<file path="config.mk">
export PLATFORM = sky130hd
export DESIGN_NAME = alss_ctrl_top
export DESIGN_NICKNAME = d
export VERILOG_FILES = /design/src/design/alss_pkg.sv /design/src/design/alss_conv_if.sv /design/src/design/alss_ctrl_top.sv /design/src/design/alss_sar_core.sv
export SDC_FILE = /design/constraint.sdc
export NUM_CORES = 1
export LEC_CHECK = 0
export BUFFER_PORTS_ARGS = -buffer_cell sky130_fd_sc_hd__clkbuf_2
export CORE_AREA = 2 2 133 135
export DETAILED_ROUTE_END_ITERATION = 10
export DIE_AREA = 0 0 135 137
export GPL_TIMING_DRIVEN = 0
export PLACE_DENSITY = 0.78
export SLEW_MARGIN = 20
export SYNTH_ARGS = -nofsm -noshare
export SYNTH_HDL_FRONTEND = slang
export SYNTH_SLANG_ARGS = --single-unit
</file>
<file path="constraint.sdc">
create_clock -name clk_i -period 3.8 [get_ports clk_i]
set_input_delay 0.76 -clock clk_i [delete_from_list [all_inputs] [get_ports clk_i]]
set_output_delay 0.76 -clock clk_i [all_outputs]
set_load 0.1 [all_outputs]
</file>
<file path="src/design/alss_pkg.sv">
// Purpose: shared constants and types of the converter control block
// Assumes: 32-bit classic Wishbone, byte addresses
// Notes:   all registers reset to zero
package alss_pkg;
   localparam logic [7:0] OFS_CHAN_CTRL_A = 8'h00;
   localparam logic [7:0] OFS_CONV_CONVERSION_CONFIG_ONE   = 8'h04;
   localparam logic [7:0] OFS_STAT_CTRL2  = 8'h08;
   localparam logic [7:0] OFS_STAT_CTRL3  = 8'h0C;
   localparam logic [7:0] OFS_CMP_THR1    = 8'h10;
   localparam logic [7:0] OFS_RESULT_A    = 8'h14;
   localparam logic [7:0] OFS_IRQ_STATUS  = 8'h18;
   localparam logic [7:0] OFS_IRQ_MASK    = 8'h1C;
   localparam logic [7:0] OFS_CMP_THR2    = 8'h20;
   localparam logic [7:0]  RST_REG8   = 8'h00;
   localparam logic [11:0] RST_REG12  = 12'h000;
   localparam logic [4:0]  CHAN_OFF   = 5'h1F;
   // channel_control_a fields
   localparam int CC_FLAG = 7;
   localparam int CC_IEN  = 6;
   // conversion_config_one fields
   localparam int CF_LP   = 7;
   localparam int CF_DIV  = 5;
   localparam int CF_LS   = 4;
   localparam int CF_MODE = 2;
   localparam int CF_ICLK = 0;
   localparam logic [1:0] ICLK_BUS_DIV2 = 2'h1;
   localparam logic [1:0] ICLK_ASYNC    = 2'h3;
   localparam logic [1:0] MODE_8BIT     = 2'h0;
   localparam logic [1:0] MODE_10BIT    = 2'h2;
   // status_control_two fields
   localparam int S2_ACT = 7;
   localparam int S2_TRG = 6;
   localparam int S2_CFE = 5;
   localparam int S2_CGT = 4;
   localparam int S2_CRE = 3;
   localparam int S2_DMA = 2;
   // status_control_three fields
   localparam int S3_CONT = 3;
   localparam int S3_AVGE = 2;
   localparam int S3_AVGS = 0;
   // irq status bits
   localparam int IRQ_DONE  = 0;
   localparam int IRQ_ABORT = 1;
   // sample window in conversion clock ticks
   localparam logic [4:0] SAMPLE_SHORT = 5'h04;
   localparam logic [4:0] SAMPLE_LONG  = 5'h18;
   typedef enum logic [1:0] {
      CORE_IDLE   = 2'b00,
      CORE_SAMPLE = 2'b01,
      CORE_SAR    = 2'b10
   } alss_core_t;
   typedef enum logic [1:0] {
      SEQ_IDLE = 2'b00,
      SEQ_RUN  = 2'b01,
      SEQ_EVAL = 2'b10
   } alss_seq_t;
endpackage

</file>
<file path="src/design/alss_conv_if.sv">
// Purpose: link between sequencer and successive-approximation core
// Assumes: single clock
// Notes:   start is a one-cycle pulse; abort also stays high for as long as lp_stop_i is held
`timescale 1ns/1ps
interface alss_conv_if;
   logic        start;
   logic        abort;
   logic        tick;
   logic [3:0]  nbits;
   logic        long_smp;
   logic        comp;
   logic        busy;
   logic        done;
   logic [11:0] result;
   logic [11:0] dac;
   logic        sampling;
   modport core (input start, abort, tick, nbits, long_smp, comp,
                 output busy, done, result, dac, sampling);
   modport ctrl (output start, abort, tick, nbits, long_smp, comp,
                 input busy, done, result, dac, sampling);
endinterface

</file>
<file path="src/design/alss_ctrl_top.sv">
// Purpose: converter control with stop handling and Wishbone registers
// Assumes: stop inputs come from the power controller on clk_i
// Notes:   single clock; the asynchronous source is modelled on clk_i
//
// The implementer's own choices: the Wishbone interface to the registers and the address map.
`timescale 1ns/1ps
module alss_ctrl_top
   import alss_pkg::*;
(
   input  wire logic        clk_i,
   input  wire logic        rst_i,
   input  wire logic        wb_cyc_i,
   input  wire logic        wb_stb_i,
   input  wire logic        wb_we_i,
   input  wire logic [7:0]  wb_adr_i,
   input  wire logic [3:0]  wb_sel_i,
   input  wire logic [31:0] wb_dat_i,
   output logic      [31:0] wb_dat_o,
   output logic             wb_ack_o,
   input  wire logic        stop_i,
   input  wire logic        lp_stop_i,
   input  wire logic        hw_trig_i,
   input  wire logic        comp_i,
   output logic      [11:0] dac_o,
   output logic             sampling_o,
   output logic      [4:0]  input_channel_sel_o,
   output logic      [1:0]  vref_pair_sel_o,
   output logic             low_power_cfg_o,
   output logic             dma_req_o,
   output logic             wake_o,
   output logic             irq_o
);
   alss_conv_if cv ();
   alss_sar_core u_core (
      .clk_i (clk_i),
      .rst_i (rst_i),
      .cv    (cv.core)
   );

   // low-power stop acts as a module reset, so exit finds reset values
   wire mod_rst = rst_i | lp_stop_i;

   logic [7:0]  chan_q, conversion_config_one_q, sc2_q, sc3_q, irq_st_q, irq_mk_q;
   logic [11:0] thr1_q, thr2_q, result_q;
   logic        ack_q;
   logic [31:0] rdat_q;
   alss_seq_t   seq_q;
   logic [4:0]  avg_q;
   logic [16:0] acc_q;
   logic [11:0] val_q;
   logic [3:0]  div_q;
   logic        stop_q, lock_q;
   logic [2:0]  trg_s_q, cmp_s_q;
   logic        trg_f_q, cmp_f_q, trg_edge_q;

   // pins: three stages, a change counts once stages two and three agree
   always_ff @(posedge clk_i) begin
      trg_s_q    <= {trg_s_q[1:0], hw_trig_i};
      cmp_s_q    <= {cmp_s_q[1:0], comp_i};
      trg_edge_q <= 1'b0;
      if (rst_i) begin
         trg_f_q <= 1'b0;
         cmp_f_q <= 1'b0;
      end else begin
         if (trg_s_q[1] == trg_s_q[2]) begin
            trg_f_q    <= trg_s_q[2];
            trg_edge_q <= trg_s_q[2] & ~trg_f_q;
         end
         if (cmp_s_q[1] == cmp_s_q[2]) begin
            cmp_f_q <= cmp_s_q[2];
         end
      end
   end

   // bus decode
   wire req      = wb_cyc_i & wb_stb_i & ~ack_q;
   wire wr       = req & wb_we_i & wb_sel_i[0];
   wire wr_hi    = req & wb_we_i & wb_sel_i[1];
   wire rd       = req & ~wb_we_i;
   wire hit_chan = (wb_adr_i == OFS_CHAN_CTRL_A);
   wire hit_conversion_config_one = (wb_adr_i == OFS_CONV_CONVERSION_CONFIG_ONE);
   wire hit_sc2  = (wb_adr_i == OFS_STAT_CTRL2);
   wire hit_sc3  = (wb_adr_i == OFS_STAT_CTRL3);
   wire hit_thr1 = (wb_adr_i == OFS_CMP_THR1);
   wire hit_thr2 = (wb_adr_i == OFS_CMP_THR2);
   wire hit_res  = (wb_adr_i == OFS_RESULT_A);
   wire hit_ist  = (wb_adr_i == OFS_IRQ_STATUS);
   wire hit_imk  = (wb_adr_i == OFS_IRQ_MASK);

   // fields
   wire        async_sel = (conversion_config_one_q[CF_ICLK +: 2] == ICLK_ASYNC);
   wire [1:0]  mode      = conversion_config_one_q[CF_MODE +: 2];
   wire        hw_trg    = sc2_q[S2_TRG];
   wire        cmp_en    = sc2_q[S2_CFE];
   wire        cmp_gt    = sc2_q[S2_CGT];
   wire        cmp_rng   = sc2_q[S2_CRE];
   wire        cont      = sc3_q[S3_CONT];
   wire        avg_en    = sc3_q[S3_AVGE];
   wire [1:0]  avg_sel   = sc3_q[S3_AVGS +: 2];
   wire        chan_on   = (chan_q[4:0] != CHAN_OFF);

   // conversion clock stops in normal stop unless the async source runs
   wire conv_run  = ~stop_i | async_sel;
   wire stop_rise = stop_i & ~stop_q;
   wire abort     = stop_rise & ~async_sel & (seq_q != SEQ_IDLE);

   // divider: 1,2,4,8
   // bus/2 shares this divider, it is not halved again
   wire [3:0] div_lim = (4'h1 << conversion_config_one_q[CF_DIV +: 2])
                        - 4'h1;
   wire       div_end = (div_q == div_lim);
   assign cv.tick     = conv_run & div_end;
   assign cv.nbits    = (mode == MODE_8BIT)  ? 4'd8 :
                        (mode == MODE_10BIT) ? 4'd10 : 4'd12;
   assign cv.long_smp = conversion_config_one_q[CF_LS];
   assign cv.comp     = cmp_f_q;
   assign cv.abort    = abort | lp_stop_i;

   // triggers: software by writing the channel byte, else hardware edge
   wire sw_go  = wr & hit_chan & ~hw_trg & (wb_dat_i[4:0] != CHAN_OFF);
   wire hw_go  = trg_edge_q & hw_trg & chan_on & conv_run;
   wire go     = (sw_go | hw_go) & ~lp_stop_i;

   // averaging: 4,8,16,32 samples
   wire [4:0]  avg_last = (5'h04 << avg_sel) - 5'h01;
   wire [16:0] acc_sum  = acc_q + {5'h00, cv.result};
   wire [16:0] avg_val  = acc_sum >> (3'd2 + {1'b0, avg_sel});
   wire        more     = avg_en & (avg_q != avg_last);

   // compare: below / at-or-above, or inside / outside a range
   wire ge1     = (val_q >= thr1_q);
   wire le2     = (val_q <= thr2_q);
   wire in_rng  = (thr1_q <= thr2_q) ? (ge1 & le2) : (ge1 | le2);
   wire cmp_hit = cmp_rng ? (cmp_gt ? in_rng : ~in_rng)
                          : (cmp_gt ? ge1 : ~ge1);
   wire cmp_ok  = ~cmp_en | cmp_hit;
   wire eval    = (seq_q == SEQ_EVAL);
   wire done_ev = eval & cmp_ok;
   // one clock domain here, so the flag and result are already local
   wire flag_set = done_ev;
   wire restart  = eval & cont & chan_on & conv_run;

   assign cv.start = (go & (seq_q == SEQ_IDLE))
                     | ((seq_q == SEQ_RUN) & cv.done & more)
                     | restart;

   // sequencer
   always_ff @(posedge clk_i) begin
      if (mod_rst || abort) begin
         seq_q <= SEQ_IDLE;
         avg_q <= 5'h00;
         acc_q <= 17'h00000;
         val_q <= RST_REG12;
      end else begin
         unique case (seq_q)
            SEQ_IDLE: begin
               if (go) begin
                  avg_q <= 5'h00;
                  acc_q <= 17'h00000;
                  seq_q <= SEQ_RUN;
               end
            end
            SEQ_RUN: begin
               if (cv.done) begin
                  if (more) begin
                     acc_q <= acc_sum;
                     avg_q <= avg_q + 5'h01;
                  end else begin
                     val_q <= avg_en ? avg_val[11:0] : cv.result;
                     seq_q <= SEQ_EVAL;
                  end
               end
            end
            SEQ_EVAL: begin
               avg_q <= 5'h00;
               acc_q <= 17'h00000;
               // single mode with a compare miss just goes idle
               seq_q <= restart ? SEQ_RUN : SEQ_IDLE;
            end
            default: seq_q <= SEQ_IDLE;
         endcase
      end
   end

   // divider and stop tracking
   always_ff @(posedge clk_i) begin
      if (mod_rst) begin
         div_q  <= 4'h0;
         stop_q <= 1'b0;
      end else begin
         stop_q <= stop_i;
         div_q  <= (div_end || !conv_run) ? 4'h0 : div_q + 4'h1;
      end
   end

   // result: in stop only the first completion is kept
   always_ff @(posedge clk_i) begin
      if (mod_rst) begin
         result_q <= RST_REG12;
         lock_q   <= 1'b0;
      end else begin
         if (done_ev && !lock_q) begin
            result_q <= val_q;
         end
         if (!stop_i) begin
            lock_q <= 1'b0;
         end else if (done_ev) begin
            lock_q <= 1'b1;
         end
      end
   end

   // registers; stop itself touches none of them
   wire chan_clr = (wr & hit_chan) | (rd & hit_res);
   always_ff @(posedge clk_i) begin
      if (mod_rst) begin
         chan_q <= RST_REG8;
         conversion_config_one_q <= RST_REG8;
         sc2_q  <= RST_REG8;
         sc3_q  <= RST_REG8;
         thr1_q <= RST_REG12;
         thr2_q <= RST_REG12;
      end else begin
         if (wr && hit_chan) begin
            chan_q[6:0] <= {wb_dat_i[6], 1'b0, wb_dat_i[4:0]};
         end
         // completion flag: a set in the clearing cycle wins
         if (flag_set) begin
            chan_q[CC_FLAG] <= 1'b1;
         end else if (chan_clr) begin
            chan_q[CC_FLAG] <= 1'b0;
         end
         if (wr && hit_conversion_config_one) begin
            conversion_config_one_q <= wb_dat_i[7:0];
         end
         if (wr && hit_sc2) begin
            sc2_q[6:0] <= wb_dat_i[6:0];
         end
         if (wr && hit_sc3) begin
            sc3_q <= {4'h0, wb_dat_i[3:0]};
         end
         if (wr && hit_thr1) begin
            thr1_q[7:0] <= wb_dat_i[7:0];
         end
         if (wr_hi && hit_thr1) begin
            thr1_q[11:8] <= wb_dat_i[11:8];
         end
         if (wr && hit_thr2) begin
            thr2_q[7:0] <= wb_dat_i[7:0];
         end
         if (wr_hi && hit_thr2) begin
            thr2_q[11:8] <= wb_dat_i[11:8];
         end
         sc2_q[S2_ACT] <= (seq_q != SEQ_IDLE) | cv.start;
      end
   end

   // interrupt status, write one to clear, set wins
   wire [7:0] ist_set = {6'h00, abort, flag_set};
   wire [7:0] ist_clr = (wr & hit_ist) ? wb_dat_i[7:0] : 8'h00;
   always_ff @(posedge clk_i) begin
      if (mod_rst) begin
         irq_st_q <= RST_REG8;
         irq_mk_q <= RST_REG8;
      end else begin
         irq_st_q <= (irq_st_q & ~ist_clr) | ist_set;
         if (wr && hit_imk) begin
            irq_mk_q <= {6'h00, wb_dat_i[1:0]};
         end
      end
   end

   // read mux, zero for unmapped
   wire [31:0] rmux =
      hit_chan ? {24'h0, chan_q} :
      hit_conversion_config_one ? {24'h0, conversion_config_one_q} :
      hit_sc2  ? {24'h0, sc2_q} :
      hit_sc3  ? {24'h0, sc3_q} :
      hit_thr1 ? {20'h0, thr1_q} :
      hit_thr2 ? {20'h0, thr2_q} :
      hit_res  ? {20'h0, result_q} :
      hit_ist  ? {24'h0, irq_st_q} :
      hit_imk  ? {24'h0, irq_mk_q} : 32'h0000_0000;

   always_ff @(posedge clk_i) begin
      if (rst_i) begin
         ack_q  <= 1'b0;
         rdat_q <= 32'h0000_0000;
      end else begin
         ack_q  <= req;
         rdat_q <= rd ? rmux : 32'h0000_0000;
      end
   end

   assign wb_ack_o            = ack_q;
   assign wb_dat_o            = rdat_q;
   assign dac_o               = cv.dac;
   assign sampling_o          = cv.sampling;
   assign input_channel_sel_o = chan_q[4:0];
   assign vref_pair_sel_o     = sc2_q[1:0];
   assign low_power_cfg_o     = conversion_config_one_q[CF_LP];
   assign dma_req_o           = chan_q[CC_FLAG] & sc2_q[S2_DMA];
   // wake request to the power controller while flag and enable are set
   assign wake_o              = chan_q[CC_FLAG] & chan_q[CC_IEN];
   assign irq_o               = |(irq_st_q & irq_mk_q);
endmodule

</file>
<file path="src/design/alss_sar_core.sv">
// Purpose: sample then successive approximation, one bit per tick
// Assumes: comp high means input at or above dac code
// Notes:   abort returns to idle at once, result kept
`timescale 1ns/1ps
module alss_sar_core
   import alss_pkg::*;
(
   input  wire logic clk_i,
   input  wire logic rst_i,
   alss_conv_if.core cv
);
   alss_core_t  state_q;
   logic [4:0]  cnt_q;
   logic [3:0]  bit_q;
   logic [11:0] code_q;
   logic [11:0] res_q;
   logic        done_q;
   wire  [11:0] one_hot  = 12'h001 << bit_q;
   wire  [11:0] kept     = cv.comp ? code_q : (code_q & ~one_hot);
   wire  [11:0] next_try = kept | (one_hot >> 1);

   assign cv.busy     = (state_q != CORE_IDLE);
   assign cv.done     = done_q;
   assign cv.result   = res_q;
   assign cv.dac      = code_q;
   assign cv.sampling = (state_q == CORE_SAMPLE);

   always_ff @(posedge clk_i) begin
      done_q <= 1'b0;
      if (rst_i || cv.abort) begin
         state_q <= CORE_IDLE;
         cnt_q   <= 5'h00;
         bit_q   <= 4'h0;
         code_q  <= 12'h000;
         if (rst_i) begin
            res_q <= RST_REG12;
         end
      end else begin
         unique case (state_q)
            CORE_IDLE: begin
               if (cv.start) begin
                  cnt_q   <= cv.long_smp ? SAMPLE_LONG : SAMPLE_SHORT;
                  state_q <= CORE_SAMPLE;
               end
            end
            CORE_SAMPLE: begin
               if (cv.tick) begin
                  if (cnt_q == 5'h01) begin
                     bit_q   <= cv.nbits - 4'h1;
                     code_q  <= 12'h001 << (cv.nbits - 4'h1);
                     state_q <= CORE_SAR;
                  end else begin
                     cnt_q <= cnt_q - 5'h01;
                  end
               end
            end
            CORE_SAR: begin
               if (cv.tick) begin
                  if (bit_q == 4'h0) begin
                     res_q   <= kept;
                     code_q  <= 12'h000;
                     done_q  <= 1'b1;
                     state_q <= CORE_IDLE;
                  end else begin
                     code_q <= next_try;
                     bit_q  <= bit_q - 4'h1;
                  end
               end
            end
            default: state_q <= CORE_IDLE;
         endcase
      end
   end
endmodule

</file>
==> flow_summary.ini <==
[grt]
grt_pass1_vias = 8325
grtUsageMet2 = 0.5130
grt_pass1_wl_um = 43190
busiest_layer = met2
grt_use_total = 0.2994
grt_max_degree = 17
antenna_found_initial = 0
overflow = 0
met1_usage = 0.3717
grtUsageMet3 = 0.04778

[layout]
layout-drive-gt1-share = 0.1316
multi_input_area_sq_um = 5415
fin_nets = 1337
layout_common_cells = dfxtp_1, nand2_1, a21oi_1, nor2_1
register_area_sq_um = 3583
final_common_cell = dfxtp_1
area_delta_synth_final_pct = 13.92
fillers = 1438
postLayoutCoreUtil = 0.6359

[yosys]
syn_area_per_cell_sq_um = 8.464
synthFlopType = dfxtp_1
ys_seq_elements = 173
ys_types = 88
ys_seq_area_frac = 0.3763
synth_area_sq_um = 9522
synthArstFlopShare = 0
syn_inst = 1125
synth_edf_count = 12
synth-warning-count = 0

[placed_design]
gp_congestion = 0.9664
hpwlAfterDp_um = 20030
port_buffers = 63

[clocking]
cts_root_buf = clkbuf_16
htree_levels = 4
cts_resized = 0
path_clk_slew_ps = 70
cts-buffers-inserted = 17
cts_setup_buffers = 0
tritoncts = built
cts-hold-fix-buffers = 0
clk_latency_ps = 430
clockBufferDepth = 2
clock-sinks = 173

[timing]
min_period_over_period = 0.8555
worst_slew_pin_slew_ps = 779.9
maxSlewViolCount = 0
finalSetupTns_ps = 0
rsz0062_at_grt = no
max_freq_mhz = 307.6
skew_ps = 8.256
min_period_ps = 3251
relSlewSlack = 0.4801
finalHoldViolCount = 0
final-setup-viol-count = 0

[critical_path]
r2r.worst_path.cells = 11
crit_slowest_cell = mux4_2
path_common_cell = o31a_4
critPathTopFamily = compound AO/OA/AOI/OAI gates
crit_chain = ha_1 -> inv_1 -> fa_1 -> nor2b_4 -> o31a_4 -> o31a_4 -> a2111oi_4 -> nor3_2 -> xnor2_1 -> mux4_2 -> a311oi_1
critPathKind = reg -> reg
cp_slowest_stage_delay_ps = 510
crit_arrival_ps = 3590
crit_buf_inv = 1
cp_max_fo = 4
worstSetupEndpointType = flop
worst_setup_path_start_kind = flop
cp.depth = 11
critPathRequiredTime_ps = 4140

[route]
routed_via_density = 6.102
drt_iter0_markers = 853
num_vias = 8939
route.detailed.drc = 0
drt_first_pass_iters = 6
drt_wl_total_um = 27320
ant_nets = 0
wl_per_cell_um = 18.65

[pwr]
p_leak_nw = 4.106
ir_drop_mv = 0.3439
power.density_nw_per_um2 = 372.5
finalPower_mw = 4.040

[die]
start_util = 0.5582
dieArea_sq_um = 18500
fp.coreArea_sq_um = 17060
fp-row-count = 48
io_pins = 110
die_h_um = 137
die_width_um = 135

[hold_path]
min_path_type = reg -> reg
min_delay_path_depth = 0

[run]
cap_viol_max_count = 0

[run_status]
status = finished clean
==> cell type report <==
class / count / area share
Timing Repair Buffer: 63 / 0.02907
Tap cell: 225 / 0.02595
Sequential cell: 173 / 0.3304
Clock inverter: 11 / 0.01650
Multi-Input combinational cell: 844 / 0.4992
Inverter: 45 / 0.01557
Clock buffer: 21 / 0.04349
Buffer: 82 / 0.03957
Antenna cell: 1 / 0.0002307
==> worst reg2reg max path: stages, from the launching register on <==
cell and delay, ps:
edfxtp_1 420, ha_1 240, inv_1 70, fa_1 240
nor2b_4 60, o31a_4 280, o31a_4 310, a2111oi_4 430
nor3_2 140, xnor2_1 160, mux4_2 510, a311oi_1 290
==> stage by stage <==
| stage | instances | hold WS (ps) | cell area, sq um | worst slack, ps |
|---|---|---|---|---|
| final | 1465 | 327.5 | 10850 | 549.0 |
| after global routing | 1464 | 336.1 | 10840 | 371.3 |
| after CTS | 1464 | 331.7 | 10840 | 570.2 |
| after detailed placement | 1432 | 315.3 | 10190 | 352.5 |
| after global placement | 1432 | 310.8 | 10190 | 388.6 |
| after floorplan | 1144 | 309.6 | 9593 | 908.9 |
==> worst paths after layout <==
| path | slack, ps | end | from |
|---|---|---|---|
| worst max-delay path | 550 | val_q[11] | u_core.cv.result[0] |
| worst min-delay path | 330 | cmp_s_q[1] | cmp_s_q[0] |
| worst max register to register | 550 | val_q[11] | u_core.cv.result[0] |
| worst min register to register | 330 | cmp_s_q[1] | cmp_s_q[0] |
==> where the power goes <==
group / total [mW] / switching [mW] / internal [mW]
clock: 1.93 / 0.759 / 1.17
sequential: 1.86 / 0.0109 / 1.85
combinational: 0.258 / 0.200 / 0.0580
total: 4.04 / 0.970 / 3.07
==> Yosys cell counts, types with 4 or more instances <==
library cell,number,share of area
a211o_1,4,0.0037
a211oi_1,8,0.0063
a21o_1,8,0.0063
a21oi_1,123,0.065
a221oi_1,5,0.0046
a222oi_1,9,0.0095
a22oi_1,18,0.014
a31oi_1,10,0.0066
and2_1,8,0.0053
and3_1,6,0.0039
buf_1,4,0.0016
buf_4,27,0.021
clkbuf_1,45,0.018
dfxtp_1,161,0.34
edfxtp_1,12,0.038
ha_1,57,0.075
inv_1,42,0.017
mux2i_1,40,0.042
mux4_2,5,0.012
nand2_1,131,0.052
nand2b_1,14,0.0092
nand3_1,64,0.034
nand3b_1,5,0.0039
nand4_1,10,0.0066
nor2_1,103,0.041
nor2b_1,9,0.0059
nor3_1,22,0.012
o211ai_1,5,0.0039
o21ai_0,38,0.020
o21ai_1,10,0.0053
o22ai_1,8,0.0053
o311a_1,4,0.0042
o31ai_1,5,0.0039
or2_2,6,0.0039
xnor2_1,10,0.0092
xor2_1,11,0.010
==> layer usage <==
| metal | routed length (um) | part of all wire | up-vias |
|---|---|---|---|
| met2 | 12940 | 0.47 | 461 |
| met5 | 0 | 0 | - |
| met3 | 2304 | 0.084 | 74 |
| met4 | 1029 | 0.038 | 0 |
| met1 | 11050 | 0.40 | 4195 |
| li1 | - | - | 4209 |
==> cells by family (layout without fill, tap and decap cells) <==
family,Yosys count,count (layout),share of synthesized area
AOI/OAI and AO/OA,294,294,0.2029
xor gates and xnor gates,21,21,0.01932
adders and majority gates,58,58,0.07700
buffers and inverters,127,222,0.06281
DFF,173,173,0.3763
muxes,46,46,0.05506
other,1,21,0.0003938
and+or+nand+nor,405,405,0.2062
==> registers in the layout (all words and copies together), names as in the netlist, 8 cells and up <==
| signal | count |
|---|---|
| acc_q | 17 |
| result_q | 12 |
| thr1_q | 12 |
| thr2_q | 12 |
| u_core.cv.dac | 12 |
| u_core.cv.result | 12 |
| val_q | 12 |
| wb_dat_o | 12 |
| conversion_config_one_q | 8 |
| irq_st_q | 8 |
| sc2_q | 8 |
Note: power is estimated with default switching activity, not from simulation.
